<file path="config.mk">
export PLATFORM = sky130hd
export DESIGN_NAME = phy_port_flat
export DESIGN_NICKNAME = d
export VERILOG_FILES = /design/src/inc/cell_bus_pkg.sv /design/src/inc/cell_bus_if.sv /design/src/logic/cell_fifo.sv /design/src/logic/phy_port.sv /design/src/flat_wrapper.sv
export SDC_FILE = /design/constraint.sdc
export NUM_CORES = 2
export LEC_CHECK = 0
export ABC_AREA = 1
export BUFFER_PORTS_ARGS = -buffer_cell sky130_fd_sc_hd__buf_4
export CAP_MARGIN = 20
export CELL_PAD_IN_SITES_DETAIL_PLACEMENT = 1
export CELL_PAD_IN_SITES_GLOBAL_PLACEMENT = 2
export CORE_MARGIN = 2
export CORE_UTILIZATION = 40
export DETAILED_ROUTE_END_ITERATION = 10
export PLACE_DENSITY_LB_ADDON = 0.08
export SKIP_CTS_REPAIR_TIMING = 1
export SYNTH_ARGS = -nofsm -noshare
export SYNTH_HDL_FRONTEND = slang
export SYNTH_SLANG_ARGS = --single-unit
</file>
<file path="constraint.sdc">
create_clock -name clock -period 12.5 [get_ports clock]
set_input_delay 3.75 -clock clock [delete_from_list [all_inputs] [get_ports clock]]
set_output_delay 3.75 -clock clock [all_outputs]
set_load 0.05 [all_outputs]
</file>
<file path="src/inc/cell_bus_pkg.sv">
// cell_bus_pkg: constants and types shared by both ends of the cell bus.
// assumes each end runs on its own 100 MHz system clock with a synchronous reset.
// Operation
// - cells are 53 bytes: 5 header, 48 payload
// - atm end drives transmit data byte
// - phy end drives receive data byte
// - transmit signals timed by own transmit clock
// - receive signals timed by own receive clock
// - low enable marks each valid byte cycle
// - start mark high on first cell byte
// - full low when four or fewer bytes room; phy end holds it high in cell mode
// - transmit cell available when whole cell fits
// - empty low while receive store empty; phy end holds it high in cell mode
// - receive cell available when whole cell held
// - atm stops writes within four after full
// - atm starts writing only when full high
package cell_bus_pkg;
	// cell layout
	localparam int HDR_BYTES = 5;
	localparam int PAY_BYTES = 48;
	localparam int CELL_BYTES = HDR_BYTES + PAY_BYTES;
	localparam logic [5:0] CELL_LAST = 6'(CELL_BYTES - 1);
	// room left when the transmit full indication drops
	localparam int FULL_ROOM = 4;
	// timing
	localparam int CLK_PERIOD_NS = 10;
	localparam int LINK_PERIOD_NS = 160;
	localparam int LINK_HALF_CYC = LINK_PERIOD_NS / (2 * CLK_PERIOD_NS);
	// storage at the phy end, in bytes
	localparam int FIFO_DEPTH = 128;
	// reset values
	localparam logic ENB_IDLE_N = 1'b1;
	localparam logic FLAG_RST = 1'b0;
	localparam logic [7:0] DATA_RST = 8'h00;
	typedef logic [7:0] octet_t;
	typedef enum logic {LS_IDLE, LS_CELL} link_state_e;
endpackage : cell_bus_pkg

</file>
<file path="src/inc/cell_bus_if.sv">
// cell_bus_if: the parallel cell bus between the atm end and the phy end.
// assumes the bench instantiates it once per pair of ends and hands one modport to each end.
`timescale 1ns/1ps
`default_nettype none
interface cell_bus_if;
	// transmit direction, atm to phy
	logic tx_clk;
	cell_bus_pkg::octet_t tx_data;
	logic tx_enb_n;
	logic tx_soc;
	logic tx_full_n;
	logic tx_clav;
	// receive direction, phy to atm
	logic rx_clk;
	cell_bus_pkg::octet_t rx_data;
	logic rx_enb_n;
	logic rx_soc;
	logic rx_empty_n;
	logic rx_clav;

	modport atm (
		output tx_clk, tx_data, tx_enb_n, tx_soc, rx_clk, rx_enb_n,
		input tx_full_n, tx_clav, rx_data, rx_soc, rx_empty_n, rx_clav
	);
	modport phy (
		input tx_clk, tx_data, tx_enb_n, tx_soc, rx_clk, rx_enb_n,
		output tx_full_n, tx_clav, rx_data, rx_soc, rx_empty_n, rx_clav
	);
endinterface : cell_bus_if
`default_nettype wire

</file>
<file path="src/logic/cell_fifo.sv">
// cell_fifo: byte store with registered level, room and availability.
// assumes push and pop come from logic on the same clock; depth is a power of two.
`timescale 1ns/1ps
`default_nettype none
module cell_fifo #(
	parameter int WIDTH = 9,
	parameter int DEPTH = cell_bus_pkg::FIFO_DEPTH
) (
	input wire logic clock,
	input wire logic rst_b,
	input wire logic push,
	input wire logic [WIDTH-1:0] push_data,
	input wire logic pop,
	output logic [WIDTH-1:0] pop_data,
	output logic [$clog2(DEPTH):0] level_ff,
	output logic room_ff,
	output logic avail_ff
);
	localparam int AW = $clog2(DEPTH);

	// refuse depths the pointer wrap cannot serve
	if (DEPTH < 2 || DEPTH != (1 << AW)) begin : g_bad_depth
		$error("cell_fifo depth must be a power of two");
	end

	logic [WIDTH-1:0] mem [DEPTH];
	logic [AW-1:0] wr_ff;
	logic [AW-1:0] rd_ff;
	logic [AW:0] nxt_level;
	wire do_push = push && room_ff;
	wire do_pop = pop && avail_ff;

	// level follows every accepted push and pop
	assign nxt_level = level_ff + (AW+1)'(do_push) - (AW+1)'(do_pop);
	assign pop_data = mem[rd_ff];

	// pointers and flags
	always_ff @(posedge clock) begin
		if (!rst_b) begin
			wr_ff <= '0;
			rd_ff <= '0;
			level_ff <= '0;
			room_ff <= 1'b1;
			avail_ff <= 1'b0;
		end else begin
			wr_ff <= wr_ff + AW'(do_push);
			rd_ff <= rd_ff + AW'(do_pop);
			level_ff <= nxt_level;
			room_ff <= nxt_level != (AW+1)'(DEPTH);
			avail_ff <= nxt_level != '0;
		end
	end

	// storage array, no reset needed
	always_ff @(posedge clock) begin
		if (do_push) begin
			mem[wr_ff] <= push_data;
		end
	end
endmodule : cell_fifo
`default_nettype wire

</file>
<file path="src/logic/phy_port.sv">
// phy_port: phy-layer end of the cell bus, with transmit and receive byte stores.
// assumes the link clocks and atm-driven pins come from another domain and are
// sampled here; the user sides are on this module's own clock.
`timescale 1ns/1ps
`default_nettype none
module phy_port #(
	parameter bit CELL_LEVEL = 1'b0,
	parameter int DEPTH = cell_bus_pkg::FIFO_DEPTH
) (
	input wire logic clock,
	input wire logic rst_b,
	cell_bus_if.phy link,
	output cell_bus_pkg::octet_t user_tx_data,
	output logic user_tx_soc,
	output logic user_tx_valid,
	input wire logic user_tx_ready,
	output logic user_tx_err,
	input wire cell_bus_pkg::octet_t user_rx_data,
	input wire logic user_rx_valid,
	output logic user_rx_ready
);
	localparam int LW = $clog2(DEPTH) + 1;

	// a store must hold at least a whole cell plus the full margin
	if (DEPTH < cell_bus_pkg::CELL_BYTES + cell_bus_pkg::FULL_ROOM) begin : g_bad_depth
		$error("phy_port depth too small for one cell");
	end

	// two-stage sampling of every pin driven by the atm end
	logic [12:0] sync1_ff;
	logic [12:0] sync2_ff;
	logic tx_clk_d_ff;
	logic rx_clk_d_ff;

	always_ff @(posedge clock) begin
		if (!rst_b) begin
			sync1_ff <= '0;
			sync2_ff <= '0;
		end else begin
			sync1_ff <= {link.tx_clk, link.rx_clk, link.tx_enb_n, link.tx_soc,
				link.tx_data, link.rx_enb_n};
			sync2_ff <= sync1_ff;
		end
	end

	wire s_tx_clk = sync2_ff[12];
	wire s_rx_clk = sync2_ff[11];
	wire s_tx_enb_n = sync2_ff[10];
	wire s_tx_soc = sync2_ff[9];
	wire [7:0] s_tx_data = sync2_ff[8:1];
	wire s_rx_enb_n = sync2_ff[0];

	// edge finders on each direction's own clock
	always_ff @(posedge clock) begin
		if (!rst_b) begin
			tx_clk_d_ff <= 1'b0;
			rx_clk_d_ff <= 1'b0;
		end else begin
			tx_clk_d_ff <= s_tx_clk;
			rx_clk_d_ff <= s_rx_clk;
		end
	end

	wire tx_rise = s_tx_clk && !tx_clk_d_ff;
	wire tx_fall = !s_tx_clk && tx_clk_d_ff;
	wire rx_rise = s_rx_clk && !rx_clk_d_ff;
	wire rx_fall = !s_rx_clk && rx_clk_d_ff;

	// transmit store: one entry per enabled byte, start mark kept beside it
	logic [8:0] txf_out;
	logic [LW-1:0] txf_level;
	logic txf_avail;
	logic txf_pop;
	wire tx_take = tx_rise && !s_tx_enb_n;

	cell_fifo #(
		.WIDTH(9),
		.DEPTH(DEPTH)
	) u_tx_fifo (
		.clock(clock),
		.rst_b(rst_b),
		.push(tx_take),
		.push_data({s_tx_soc, s_tx_data}),
		.pop(txf_pop),
		.pop_data(txf_out),
		.level_ff(txf_level),
		.room_ff(),
		.avail_ff(txf_avail)
	);

	// room left in the transmit store
	wire [LW-1:0] tx_free = LW'(DEPTH) - txf_level;
	wire nxt_full_n = CELL_LEVEL || (tx_free > LW'(cell_bus_pkg::FULL_ROOM));
	wire nxt_tx_clav = tx_free >= LW'(cell_bus_pkg::CELL_BYTES);

	// transmit flags change only on the transmit clock's falling edge
	logic tx_full_n_ff;
	logic tx_clav_ff;

	always_ff @(posedge clock) begin
		if (!rst_b) begin
			tx_full_n_ff <= cell_bus_pkg::FLAG_RST;
			tx_clav_ff <= cell_bus_pkg::FLAG_RST;
		end else if (tx_fall) begin
			tx_full_n_ff <= nxt_full_n;
			tx_clav_ff <= nxt_tx_clav;
		end
	end

	assign link.tx_full_n = tx_full_n_ff;
	assign link.tx_clav = tx_clav_ff;

	// cell framing check on arriving bytes: the start mark must fall on byte 0
	logic [5:0] tx_pos_ff;
	logic tx_err_ff;
	wire tx_soc_bad = s_tx_soc != (tx_pos_ff == '0);
	wire [5:0] tx_pos_base = s_tx_soc ? 6'h00 : tx_pos_ff;

	always_ff @(posedge clock) begin
		if (!rst_b) begin
			tx_pos_ff <= '0;
			tx_err_ff <= 1'b0;
		end else begin
			tx_err_ff <= tx_take && tx_soc_bad;
			if (tx_take) begin
				tx_pos_ff <= (tx_pos_base == cell_bus_pkg::CELL_LAST) ? 6'h00 :
					tx_pos_base + 6'h01;
			end
		end
	end

	assign user_tx_err = tx_err_ff;

	// registered output stage toward the user, loaded when empty or drained
	logic utx_valid_ff;
	cell_bus_pkg::octet_t utx_data_ff;
	logic utx_soc_ff;
	assign txf_pop = txf_avail && (!utx_valid_ff || user_tx_ready);

	always_ff @(posedge clock) begin
		if (!rst_b) begin
			utx_valid_ff <= 1'b0;
			utx_data_ff <= cell_bus_pkg::DATA_RST;
			utx_soc_ff <= 1'b0;
		end else if (txf_pop) begin
			utx_valid_ff <= 1'b1;
			utx_data_ff <= txf_out[7:0];
			utx_soc_ff <= txf_out[8];
		end else if (user_tx_ready) begin
			utx_valid_ff <= 1'b0;
		end
	end

	assign user_tx_valid = utx_valid_ff;
	assign user_tx_data = utx_data_ff;
	assign user_tx_soc = utx_soc_ff;

	// receive store filled by the user; start mark made from its own count
	logic [8:0] rxf_out;
	logic [LW-1:0] rxf_level;
	logic rxf_room;
	logic rxf_avail;
	logic [5:0] rx_wpos_ff;
	wire rx_push = user_rx_valid && rxf_room;
	wire rx_load;

	always_ff @(posedge clock) begin
		if (!rst_b) begin
			rx_wpos_ff <= '0;
		end else if (rx_push) begin
			rx_wpos_ff <= (rx_wpos_ff == cell_bus_pkg::CELL_LAST) ? 6'h00 :
				rx_wpos_ff + 6'h01;
		end
	end

	cell_fifo #(
		.WIDTH(9),
		.DEPTH(DEPTH)
	) u_rx_fifo (
		.clock(clock),
		.rst_b(rst_b),
		.push(rx_push),
		.push_data({rx_wpos_ff == '0, user_rx_data}),
		.pop(rx_load),
		.pop_data(rxf_out),
		.level_ff(rxf_level),
		.room_ff(rxf_room),
		.avail_ff(rxf_avail)
	);

	assign user_rx_ready = rxf_room;

	// byte presented on the bus; hold marks that it has not been taken yet
	logic hold_ff;
	cell_bus_pkg::octet_t rx_data_ff;
	logic rx_soc_ff;
	logic rx_empty_n_ff;
	logic rx_clav_ff;
	assign rx_load = rx_fall && !hold_ff && rxf_avail;
	wire [LW-1:0] rx_held = rxf_level + LW'(hold_ff);

	// take on the rising edge, present the next byte on the falling edge
	always_ff @(posedge clock) begin
		if (!rst_b) begin
			hold_ff <= 1'b0;
			rx_data_ff <= cell_bus_pkg::DATA_RST;
			rx_soc_ff <= 1'b0;
		end else if (rx_rise && !s_rx_enb_n) begin
			hold_ff <= 1'b0;
		end else if (rx_load) begin
			hold_ff <= 1'b1;
			rx_data_ff <= rxf_out[7:0];
			rx_soc_ff <= rxf_out[8];
		end else if (rx_fall && !hold_ff) begin
			rx_soc_ff <= 1'b0;
		end
	end

	// receive flags count the presented byte plus the stored ones
	always_ff @(posedge clock) begin
		if (!rst_b) begin
			rx_empty_n_ff <= cell_bus_pkg::FLAG_RST;
			rx_clav_ff <= cell_bus_pkg::FLAG_RST;
		end else if (rx_fall) begin
			rx_empty_n_ff <= CELL_LEVEL || (rx_held != '0);
			rx_clav_ff <= rx_held >= LW'(cell_bus_pkg::CELL_BYTES);
		end
	end

	assign link.rx_data = rx_data_ff;
	assign link.rx_soc = rx_soc_ff;
	assign link.rx_empty_n = rx_empty_n_ff;
	assign link.rx_clav = rx_clav_ff;
endmodule : phy_port
`default_nettype wire

</file>
<file path="src/flat_wrapper.sv">
// flat-port wrapper written by rule: the top's interface ports become plain ports
module phy_port_flat 
#(
	parameter bit CELL_LEVEL = 1'b0,
	parameter int DEPTH = cell_bus_pkg::FIFO_DEPTH
)
  (clock, rst_b, user_tx_data, user_tx_soc, user_tx_valid, user_tx_ready, user_tx_err, user_rx_data, user_rx_valid, user_rx_ready, link_tx_clk, link_tx_data, link_tx_enb_n, link_tx_soc, link_rx_clk, link_rx_enb_n, link_tx_full_n, link_tx_clav, link_rx_data, link_rx_soc, link_rx_empty_n, link_rx_clav);
  cell_bus_if link_i ();
  input wire logic clock;
  input wire logic rst_b;
  output cell_bus_pkg::octet_t user_tx_data;
  output logic user_tx_soc;
  output logic user_tx_valid;
  input wire logic user_tx_ready;
  output logic user_tx_err;
  input wire cell_bus_pkg::octet_t user_rx_data;
  input wire logic user_rx_valid;
  output logic user_rx_ready;
  input wire logic [$bits(link_i.tx_clk)-1:0] link_tx_clk;
  input wire logic [$bits(link_i.tx_data)-1:0] link_tx_data;
  input wire logic [$bits(link_i.tx_enb_n)-1:0] link_tx_enb_n;
  input wire logic [$bits(link_i.tx_soc)-1:0] link_tx_soc;
  input wire logic [$bits(link_i.rx_clk)-1:0] link_rx_clk;
  input wire logic [$bits(link_i.rx_enb_n)-1:0] link_rx_enb_n;
  output wire logic [$bits(link_i.tx_full_n)-1:0] link_tx_full_n;
  output wire logic [$bits(link_i.tx_clav)-1:0] link_tx_clav;
  output wire logic [$bits(link_i.rx_data)-1:0] link_rx_data;
  output wire logic [$bits(link_i.rx_soc)-1:0] link_rx_soc;
  output wire logic [$bits(link_i.rx_empty_n)-1:0] link_rx_empty_n;
  output wire logic [$bits(link_i.rx_clav)-1:0] link_rx_clav;
  assign link_i.tx_clk = link_tx_clk;
  assign link_i.tx_data = link_tx_data;
  assign link_i.tx_enb_n = link_tx_enb_n;
  assign link_i.tx_soc = link_tx_soc;
  assign link_i.rx_clk = link_rx_clk;
  assign link_i.rx_enb_n = link_rx_enb_n;
  assign link_tx_full_n = link_i.tx_full_n;
  assign link_tx_clav = link_i.tx_clav;
  assign link_rx_data = link_i.rx_data;
  assign link_rx_soc = link_i.rx_soc;
  assign link_rx_empty_n = link_i.rx_empty_n;
  assign link_rx_clav = link_i.rx_clav;
  phy_port #(.CELL_LEVEL(CELL_LEVEL), .DEPTH(DEPTH)) u_core (.clock(clock), .rst_b(rst_b), .link(link_i), .user_tx_data(user_tx_data), .user_tx_soc(user_tx_soc), .user_tx_valid(user_tx_valid), .user_tx_ready(user_tx_ready), .user_tx_err(user_tx_err), .user_rx_data(user_rx_data), .user_rx_valid(user_rx_valid), .user_rx_ready(user_rx_ready));
endmodule
</file>
==> Yosys cells after proc, flatten, opt, wreduce, memory -nomap -nowiden <==
Memories as Yosys holds them, arrays and structs flattened. A register that Yosys moved wholly into a read port is not among the register bits.
Index checks and enable logic that the tools add are counted.
{ "totals": {"mem_count": 2, "inputBits": 25, "reg_bits": 104, "ram_bits": 2304} }
{ "memory_table": {"columns": ["name", "depth", "word_bits", "read_ports", "rd_clocked_by_memory_dff", "wr", "line", "rtl"], "rows": [
  ["u_core.u_rx_fifo.mem", 128, 9, 1, 1, 1, "cell_fifo.sv:26", "logic [WIDTH-1:0] mem [DEPTH];"],
  ["u_core.u_tx_fifo.mem", 128, 9, 1, 1, 1, "cell_fifo.sv:26", null]
]} }
{ "classes": {"n_bitwise": 2, "add_sub_neg": 12, "n_mux": 12, "order_cmp": 3, "eq_ne": 5, "n_reduce_logical": 35} }
{ "ops": {"columns": ["op", "n"], "rows": [
  ["$add 7x1->7", 4],
  ["$add 8x1->8", 3],
  ["$reduce_bool 8->1", 3],
  ["$mux 6", 3],
  ["$ge 8x6->1 const B", 2],
  ["$ne 8x8->1 const B", 2],
  ["$sub 8x1->8", 2],
  ["$logic_and 1x1->1", 15],
  ["$add 6x1->6 const B", 2],
  ["$eq 6x6->1 const B", 2],
  ["$logic_not 6->1", 2],
  ["$logic_not 1->1", 9],
  ["$gt 8x3->1 const B", 1],
  ["$mux 1", 8],
  ["$sub 8x8->8 const A", 1],
  ["$mux 7", 1],
  ["$reduce_and 2->1", 2],
  ["$reduce_bool 2->1", 2],
  ["$not 1->1", 2],
  ["$reduce_or 2->1", 1],
  ["$logic_or 1x1->1", 1],
  ["$ne 1x1->1", 1]
]} }

==> Logic depth before layout (Yosys ltp) <==
{ "logic_depth": {"ltp_word": 7, "mapped_depth": 19, "depth_no_buf": 18} }

==> Modules after synthesis <==
Synthesis repeated with hierarchy kept, for this count alone.
{ "hier_totals": {"cells_unflattened": 9951, "area_unflattened_um2": 102802.3} }
{ "modules_own_cells": {"columns": ["mod", "seq_area_each_um2", "cells_each", "area_each_um2", "n_inst"], "rows": [
  ["cell_fifo at u_core.u_rx_fifo", 35073.6, 4788, 50064.3, 1],
  ["cell_fifo at u_core.u_tx_fifo", 35073.6, 4788, 50041.7, 1],
  ["phy_port", 1301.2, 375, 2696.3, 1]
]} }

==> Least setup slack after synthesis <==
Ideal clock, no wire load.
{ "synth_timing": {"kind": "flip-flop to flip-flop", "from": "register u_core.rx_wpos_ff[0]", "to": "memory u_core.u_rx_fifo.mem[0][8] (data pin)", "arrival_time_ns": 5.435, "setup_time_ns": 1.155, "path_slack_ns": 5.911, "path_stages_with_launch": 5, "t_required_ns": 11.345, "period_less_slack_ns": 6.589, "cell_sequence": "dfxtp_1 inv_1 ha_1 nand3_1 nor3_1"} }
{ "synth_between": {"elab_chain_cells": 1} }
{ "synth_lines": {"columns": ["item", "line", "rtl"], "rows": [
  ["from (decl)", "phy_port.sv:163", "logic [5:0] rx_wpos_ff;"],
  ["from (signal assigned)", "phy_port.sv:171", "rx_wpos_ff <= (rx_wpos_ff == cell_bus_pkg::CELL_LAST) ? 6'h00 :"],
  ["$logic_not 6->1", "phy_port.sv:183", ".push_data({rx_wpos_ff == '0, user_rx_data}),"],
  ["named net u_core.u_rx_fifo.push_data[8]", "cell_fifo.sv:12", "input wire logic [WIDTH-1:0] push_data,"],
  ["to (decl)", "cell_fifo.sv:26", null]
]} }
The timed path passes the listed nets, and every way through them passes these cells.

==> Final worst setup path <==
{ "layout_timing": {"from": "input port user_rx_valid", "to": "memory u_core.u_rx_fifo.mem[15][3], enable pin"} }
{ "layout_between": {"elab_chain_cells": 4} }
{ "layout_lines": {"columns": ["item", "line", "rtl"], "rows": [
  ["from (decl)", "flat_wrapper.sv:17", "input wire logic user_rx_valid;"],
  ["$logic_and 1x1->1", "phy_port.sv:164", "wire rx_push = user_rx_valid && rxf_room;"],
  ["$logic_and 1x1->1", "cell_fifo.sv:30", "wire do_push = push && room_ff;"],
  ["$mux 1", "cell_fifo.sv:56", "if (do_push) begin"],
  ["$mux 1 (not written as such)", "cell_fifo.sv:57", "mem[wr_ff] <= push_data;"]
]} }
No other way between the ends.

==> flow_summary.html <==
<table>
<tr><th>Metric</th><th>Value</th></tr>
<tr><th colspan="2">Outcome</th></tr>
<tr><td>Outcome</td><td>finished clean</td></tr>
<tr><th colspan="2">Yosys</th></tr>
<tr><td>Netlist cell types</td><td>41</td></tr>
<tr><td>Most used flip-flop cell after synthesis</td><td>sky130_fd_sc_hd__edfxtp_1</td></tr>
<tr><td>Count of flip-flops with a built-in enable after synthesis</td><td>2,304</td></tr>
<tr><td>Share of flip-flops with an asynchronous set or reset after synthesis</td><td>0</td></tr>
<tr><td>Top post-synthesis cells by area</td><td>sky130_fd_sc_hd__edfxtp_1 (70%), sky130_fd_sc_hd__nor2_1 (7.5%), sky130_fd_sc_hd__o21ai_0 (5.2%)</td></tr>
<tr><td>Post-synthesis adder-cell area fraction</td><td>0.00537</td></tr>
<tr><td>Synthesized net count</td><td>8,467</td></tr>
<tr><td>Mux contribution to synthesized area</td><td>0</td></tr>
<tr><td>Main combinational cell family by area after synthesis</td><td>simple AND/OR/NAND/NOR gates</td></tr>
<tr><td>Post-synthesis cell type with the largest combined area</td><td>sky130_fd_sc_hd__edfxtp_1</td></tr>
<tr><td>Sequential element share of the synthesized area</td><td>0.727</td></tr>
<tr><td>Share of Yosys cell area claimed by the top area cell type</td><td>0.704</td></tr>
<tr><td>Cell types with the highest counts after synthesis</td><td>sky130_fd_sc_hd__edfxtp_1 (2,304), sky130_fd_sc_hd__nor2_1 (1,954), sky130_fd_sc_hd__nand2_1 (1,090), sky130_fd_sc_hd__o21ai_0 (1,024), sky130_fd_sc_hd__nand3_1 (565)</td></tr>
<tr><td>Netlist area before placement</td><td>0.0983 sq mm</td></tr>
<tr><td>FF+latch count, synth</td><td>2,417</td></tr>
<tr><td>Syn_area_per_cell</td><td>11.7 sq um</td></tr>
<tr><td>Compound-Gate Fraction of Synth Area</td><td>0.0817</td></tr>
<tr><td>Post-Synthesis Cells</td><td>8,401</td></tr>
<tr><td>Most common cell in the synthesized netlist</td><td>sky130_fd_sc_hd__edfxtp_1</td></tr>
<tr><td>Xor-xnor portion of the synthesized cell area</td><td>0.00223</td></tr>
<tr><td>Yosys warnings</td><td>0</td></tr>
<tr><td>Synthesized-area fraction occupied by and/or/nand/nor cells</td><td>0.148</td></tr>
<tr><th colspan="2">Worst setup path</th></tr>
<tr><td>Max stage delay cell, worst path</td><td>sky130_fd_sc_hd__nand3_1</td></tr>
<tr><td>CP Class</td><td>in2reg</td></tr>
<tr><td>Worst-path cell chain</td><td>buf_4, nand2_1, inv_1, nand3_1, buf_4, nor2_1</td></tr>
<tr><td>CP peak stage delay</td><td>860 ps</td></tr>
<tr><td>CP max FO</td><td>12</td></tr>
<tr><td>Kind of launch point of the worst setup path</td><td>primary input</td></tr>
<tr><td>Endpoint of the lowest-slack register-to-register path</td><td>u_core.user_tx_data[1]$_SDFFE_PN0P_</td></tr>
<tr><td>Critical path's top delay family</td><td>simple AND/OR/NAND/NOR gates</td></tr>
<tr><td>Number of buffer and inverter stages on the critical path</td><td>3</td></tr>
<tr><td>Number of cells on the critical path</td><td>6</td></tr>
<tr><td>Most repeated library cell on the critical path</td><td>sky130_fd_sc_hd__buf_4</td></tr>
<tr><td>Crit path required time</td><td>13,070 ps</td></tr>
<tr><td>Data arrival at the endpoint of the critical path</td><td>6490 ps</td></tr>
<tr><td>CP Capture Type</td><td>register</td></tr>
<tr><td>Slack of the worst reg-to-reg path</td><td>7880 ps</td></tr>
<tr><td>Logic depth of the worst register-to-register path</td><td>13</td></tr>
<tr><td>Source of the worst register-to-register timing path</td><td>u_core.u_tx_fifo.rd_ff[0]$_SDFF_PN0_</td></tr>
<tr><th colspan="2">CTS</th></tr>
<tr><td>Cell at the root of the clock tree</td><td>sky130_fd_sc_hd__clkbuf_16</td></tr>
<tr><td>CTS Buf Count</td><td>288</td></tr>
<tr><td>Bufs on Longest Clock Path</td><td>4</td></tr>
<tr><td>CTS H-Tree Depth</td><td>5</td></tr>
<tr><td>Clock tree from TritonCTS</td><td>built</td></tr>
<tr><td>Count of clock tree sinks</td><td>2,417</td></tr>
<tr><td>Latest clock arrival within the worst-skew pair</td><td>940 ps</td></tr>
<tr><td>Clock transition at the register clock pins on the worst setup and hold paths after CTS</td><td>60 ps</td></tr>
<tr><th colspan="2">Timing</th></tr>
<tr><td>Post-route fraction of the period consumed by the critical path</td><td>0.474</td></tr>
<tr><td>Count of final hold-check violations</td><td>0</td></tr>
<tr><td>Final worst path period need</td><td>5920 ps</td></tr>
<tr><td>Final Setup Violations</td><td>0</td></tr>
<tr><td>Setup repair after global routing missed its margin</td><td>no</td></tr>
<tr><td>Achievable Freq</td><td>169 MHz</td></tr>
<tr><td>Worst slew slack as a fraction of its limit</td><td>0.236</td></tr>
<tr><td>Transition at the pin with the smallest max-transition slack</td><td>1150 ps</td></tr>
<tr><td>Final total negative setup slack</td><td>0 ps</td></tr>
<tr><td>Number of pins exceeding their max-slew limit in the final report</td><td>0</td></tr>
<tr><td>Post-Route Skew</td><td>43.7 ps</td></tr>
<tr><th colspan="2">Placement</th></tr>
<tr><td>Global placer's final weighted congestion</td><td>0.787</td></tr>
<tr><td>Number of input and output port buffers inserted</td><td>49</td></tr>
<tr><td>Detailed placement HPWL</td><td>178 mm</td></tr>
<tr><th colspan="2">Hold path</th></tr>
<tr><td>Hold endpoint</td><td>u_core.sync2_ff[5]$_SDFF_PN0_</td></tr>
<tr><td>Worst Hold Depth</td><td>2</td></tr>
<tr><td>Hold Crit Start</td><td>u_core.sync1_ff[5]$_SDFF_PN0_</td></tr>
<tr><td>Min-Delay Path Class</td><td>reg2reg</td></tr>
<tr><th colspan="2">GRT</th></tr>
<tr><td>Sum of overflow across all layers after global routing</td><td>0</td></tr>
<tr><td>Global-route wire length before repair</td><td>449 mm</td></tr>
<tr><td>All-Layer GR Usage</td><td>0.241</td></tr>
<tr><td>Number of global-route vias before repair</td><td>66,213</td></tr>
<tr><td>Antenna violations before repair</td><td>4</td></tr>
<tr><td>Pin count of the biggest net entering global routing</td><td>179</td></tr>
<tr><th colspan="2">Detailed routing</th></tr>
<tr><td>Metal-1 WL</td><td>134 mm</td></tr>
<tr><td>Routed WL</td><td>304 mm</td></tr>
<tr><td>Routed wire per std cell</td><td>25.8 microns</td></tr>
<tr><td>DR pass1 iterations</td><td>5</td></tr>
<tr><td>Number of nets with antenna violations after routing</td><td>0</td></tr>
<tr><td>Violation count after the first detailed-route iteration</td><td>4,700</td></tr>
<tr><td>Met3 Routed Length</td><td>10.7 mm</td></tr>
<tr><td>Via/cell ratio</td><td>5.40</td></tr>
<tr><td>Detail Route met2 WL</td><td>151 mm</td></tr>
<tr><td>Number of DRC violations after detailed routing</td><td>0</td></tr>
<tr><td>Uppermost signal routing layer after detailed routing</td><td>met5</td></tr>
<tr><td>Via count</td><td>63,504</td></tr>
<tr><th colspan="2">Floorplanning</th></tr>
<tr><td>Core Box Area</td><td>0.245 sq mm</td></tr>
<tr><td>Ports</td><td>50</td></tr>
<tr><td>Total Die Area</td><td>0.250 sq mm</td></tr>
<tr><td>Die Width</td><td>500 microns</td></tr>
<tr><td>Initial standard-cell utilization of the core</td><td>0.401</td></tr>
<tr><td>Row count</td><td>182</td></tr>
<tr><td>Die span in y</td><td>500 microns</td></tr>
<tr><th colspan="2">Finish</th></tr>
<tr><td>Area Growth Syn to Fin</td><td>11.9%</td></tr>
<tr><td>Total of fill cells in the finished design</td><td>25,603</td></tr>
<tr><td>Nets</td><td>8,405</td></tr>
<tr><td>Fin util</td><td>0.449</td></tr>
<tr><td>Share of layout cells above drive strength 1</td><td>0.0679</td></tr>
<tr><th colspan="2">Power</th></tr>
<tr><td>Leak pwr</td><td>38.5 nW</td></tr>
<tr><td>Worst-case vdd ir drop</td><td>0.133 mV</td></tr>
<tr><td>Power per Cell Area</td><td>185 mW/mm^2</td></tr>
<tr><th colspan="2">Flow run</th></tr>
<tr><td>Number of max-capacitance violations reported</td><td>0</td></tr>
</table>
-- cell families (layout without fill, tap and decap cells) --
family                   Yosys count  count (layout)
XOR/XNOR                          25              25
other                              0               2
adder cells (fa/ha/maj)           41              41
flip-flops                      2417            2417
AO/OA/AOI/OAI                   1488            1488
buffers and inverters            766             905
AND/OR/NAND/NOR                 3664            3664
-- through the flow --
step | hold WS [ps] | instance area, sq um | worst slack, ps | instances | power [mW]
6_report | 406 | 110000 | 6580 | 11762 | 20.4
5_1_grt | 435 | 110000 | 6460 | 11762 | 21.3
4_1_cts | 412 | 110000 | 6600 | 11755 | 20.6
3_5_place_dp | 404 | 101000 | 5570 | 11264 | 12.6
3_3_place_gp | 393 | 101000 | 5620 | 11263 | 12.6
2_1_floorplan | 390 | 98300 | 5910 | 8401 | 11.5
-- worst register-to-register path, stage by stage, from the launching register on --
cell and delay [ps]:
sky130_fd_sc_hd__dfxtp_4 760, sky130_fd_sc_hd__buf_4 790, sky130_fd_sc_hd__buf_12 590, sky130_fd_sc_hd__buf_4 940, sky130_fd_sc_hd__nor2_1 130, sky130_fd_sc_hd__nor2_1 110, sky130_fd_sc_hd__o21ai_0 160, sky130_fd_sc_hd__o211ai_1 220
sky130_fd_sc_hd__nand3_1 110, sky130_fd_sc_hd__nand2_1 110, sky130_fd_sc_hd__nand3_1 250, sky130_fd_sc_hd__nand3_1 190, sky130_fd_sc_hd__nand2_1 80, sky130_fd_sc_hd__a21oi_1 120
-- placed cells by master, fill, tap and decap left out, types with 3 or more instances in the layout --
cell / instances
sky130_fd_sc_hd__or2_2: 8
sky130_fd_sc_hd__o21ai_0: 1024
sky130_fd_sc_hd__nor2_4: 3
sky130_fd_sc_hd__clkinv_2: 43
sky130_fd_sc_hd__buf_6: 3
sky130_fd_sc_hd__o22ai_1: 73
sky130_fd_sc_hd__inv_2: 9
sky130_fd_sc_hd__clkbuf_16: 295
sky130_fd_sc_hd__dfxtp_4: 15
sky130_fd_sc_hd__o211ai_1: 182
sky130_fd_sc_hd__nor3_1: 14
sky130_fd_sc_hd__bufinv_16: 18
sky130_fd_sc_hd__ha_1: 39
sky130_fd_sc_hd__o21ai_1: 28
sky130_fd_sc_hd__nor4_2: 6
sky130_fd_sc_hd__clkbuf_8: 5
sky130_fd_sc_hd__clkinv_1: 51
sky130_fd_sc_hd__nand3_2: 5
sky130_fd_sc_hd__nor2_1: 1952
sky130_fd_sc_hd__nand4_1: 17
sky130_fd_sc_hd__nand3_1: 560
sky130_fd_sc_hd__xnor2_1: 6
sky130_fd_sc_hd__inv_8: 4
sky130_fd_sc_hd__buf_4: 142
sky130_fd_sc_hd__xor2_1: 19
sky130_fd_sc_hd__nor3b_1: 3
sky130_fd_sc_hd__inv_6: 4
sky130_fd_sc_hd__edfxtp_1: 2304
sky130_fd_sc_hd__clkinvlp_4: 5
sky130_fd_sc_hd__nand2_1: 1090
sky130_fd_sc_hd__a21oi_1: 166
sky130_fd_sc_hd__buf_12: 8
sky130_fd_sc_hd__inv_1: 243
sky130_fd_sc_hd__a211oi_1: 3
sky130_fd_sc_hd__dfxtp_1: 98
sky130_fd_sc_hd__clkbuf_1: 70
-- area by class of cell --
cell class                      instances  area, sq um  area share
Clock buffer                          370         7710      0.0701
Multi-Input combinational cell       5218        23500       0.213
Sequential cell                      2417        71500       0.650
Tap cell                             3220         4030      0.0366
Timing Repair Buffer                  155         1270      0.0116
Antenna cell                            2         5.00   0.0000455
Inverter                              259         1000     0.00911
Clock inverter                        121         1050     0.00954
-- state kept, by name, indices dropped and copies added (netlist names), 6 cells and up --
name,flops
u_core.sync2_ff,13
u_core.u_rx_fifo.level_ff,8
u_core.rx_wpos_ff,6
u_core.u_tx_fifo.rd_ff,7
u_core.sync1_ff,13
u_core.u_rx_fifo.wr_ff,7
u_core.u_tx_fifo.wr_ff,7
u_core.tx_pos_ff,6
u_core.u_tx_fifo.level_ff,8
u_core.user_tx_data,8
u_core.u_rx_fifo.rd_ff,7
u_core.u_rx_fifo.mem,1152
u_core.link.rx_data,8
u_core.u_tx_fifo.mem,1152
-- power breakdown --
| part | switching (mW) | internal [mW] |
|---|---|---|
| sequential | 0.130 | 8.93 |
| clock | 3.25 | 4.70 |
| combinational | 2.46 | 0.894 |
-- layer usage --
metal | GRT usage | vias to the layer above
met5 | 0 | -
met4 | 0.0663 | 2
met3 | 0.0300 | 408
met2 | 0.417 | 1151
met1 | 0.319 | 32522
li1 | - | 29421
-- worst max-delay path by stage --
stage / slack, ps / end / start
finish: 6580 / u_core.u_rx_fifo.mem[15][3]$_DFFE_PP_ / user_rx_valid
floorplan: 5910 / u_core.u_rx_fifo.mem[0][8]$_DFFE_PP_ / u_core.rx_wpos_ff[0]$_SDFFE_PN0P_
detailed placement: 5570 / u_core.u_rx_fifo.mem[15][1]$_DFFE_PP_ / user_rx_valid
CTS: 6600 / u_core.u_rx_fifo.mem[15][4]$_DFFE_PP_ / user_rx_valid
global placement: 5620 / u_core.u_rx_fifo.mem[6][4]$_DFFE_PP_ / user_rx_valid
global route: 6460 / u_core.u_rx_fifo.mem[15][8]$_DFFE_PP_ / user_rx_valid
No activity file was read; power rests on OpenSTA's default activity.
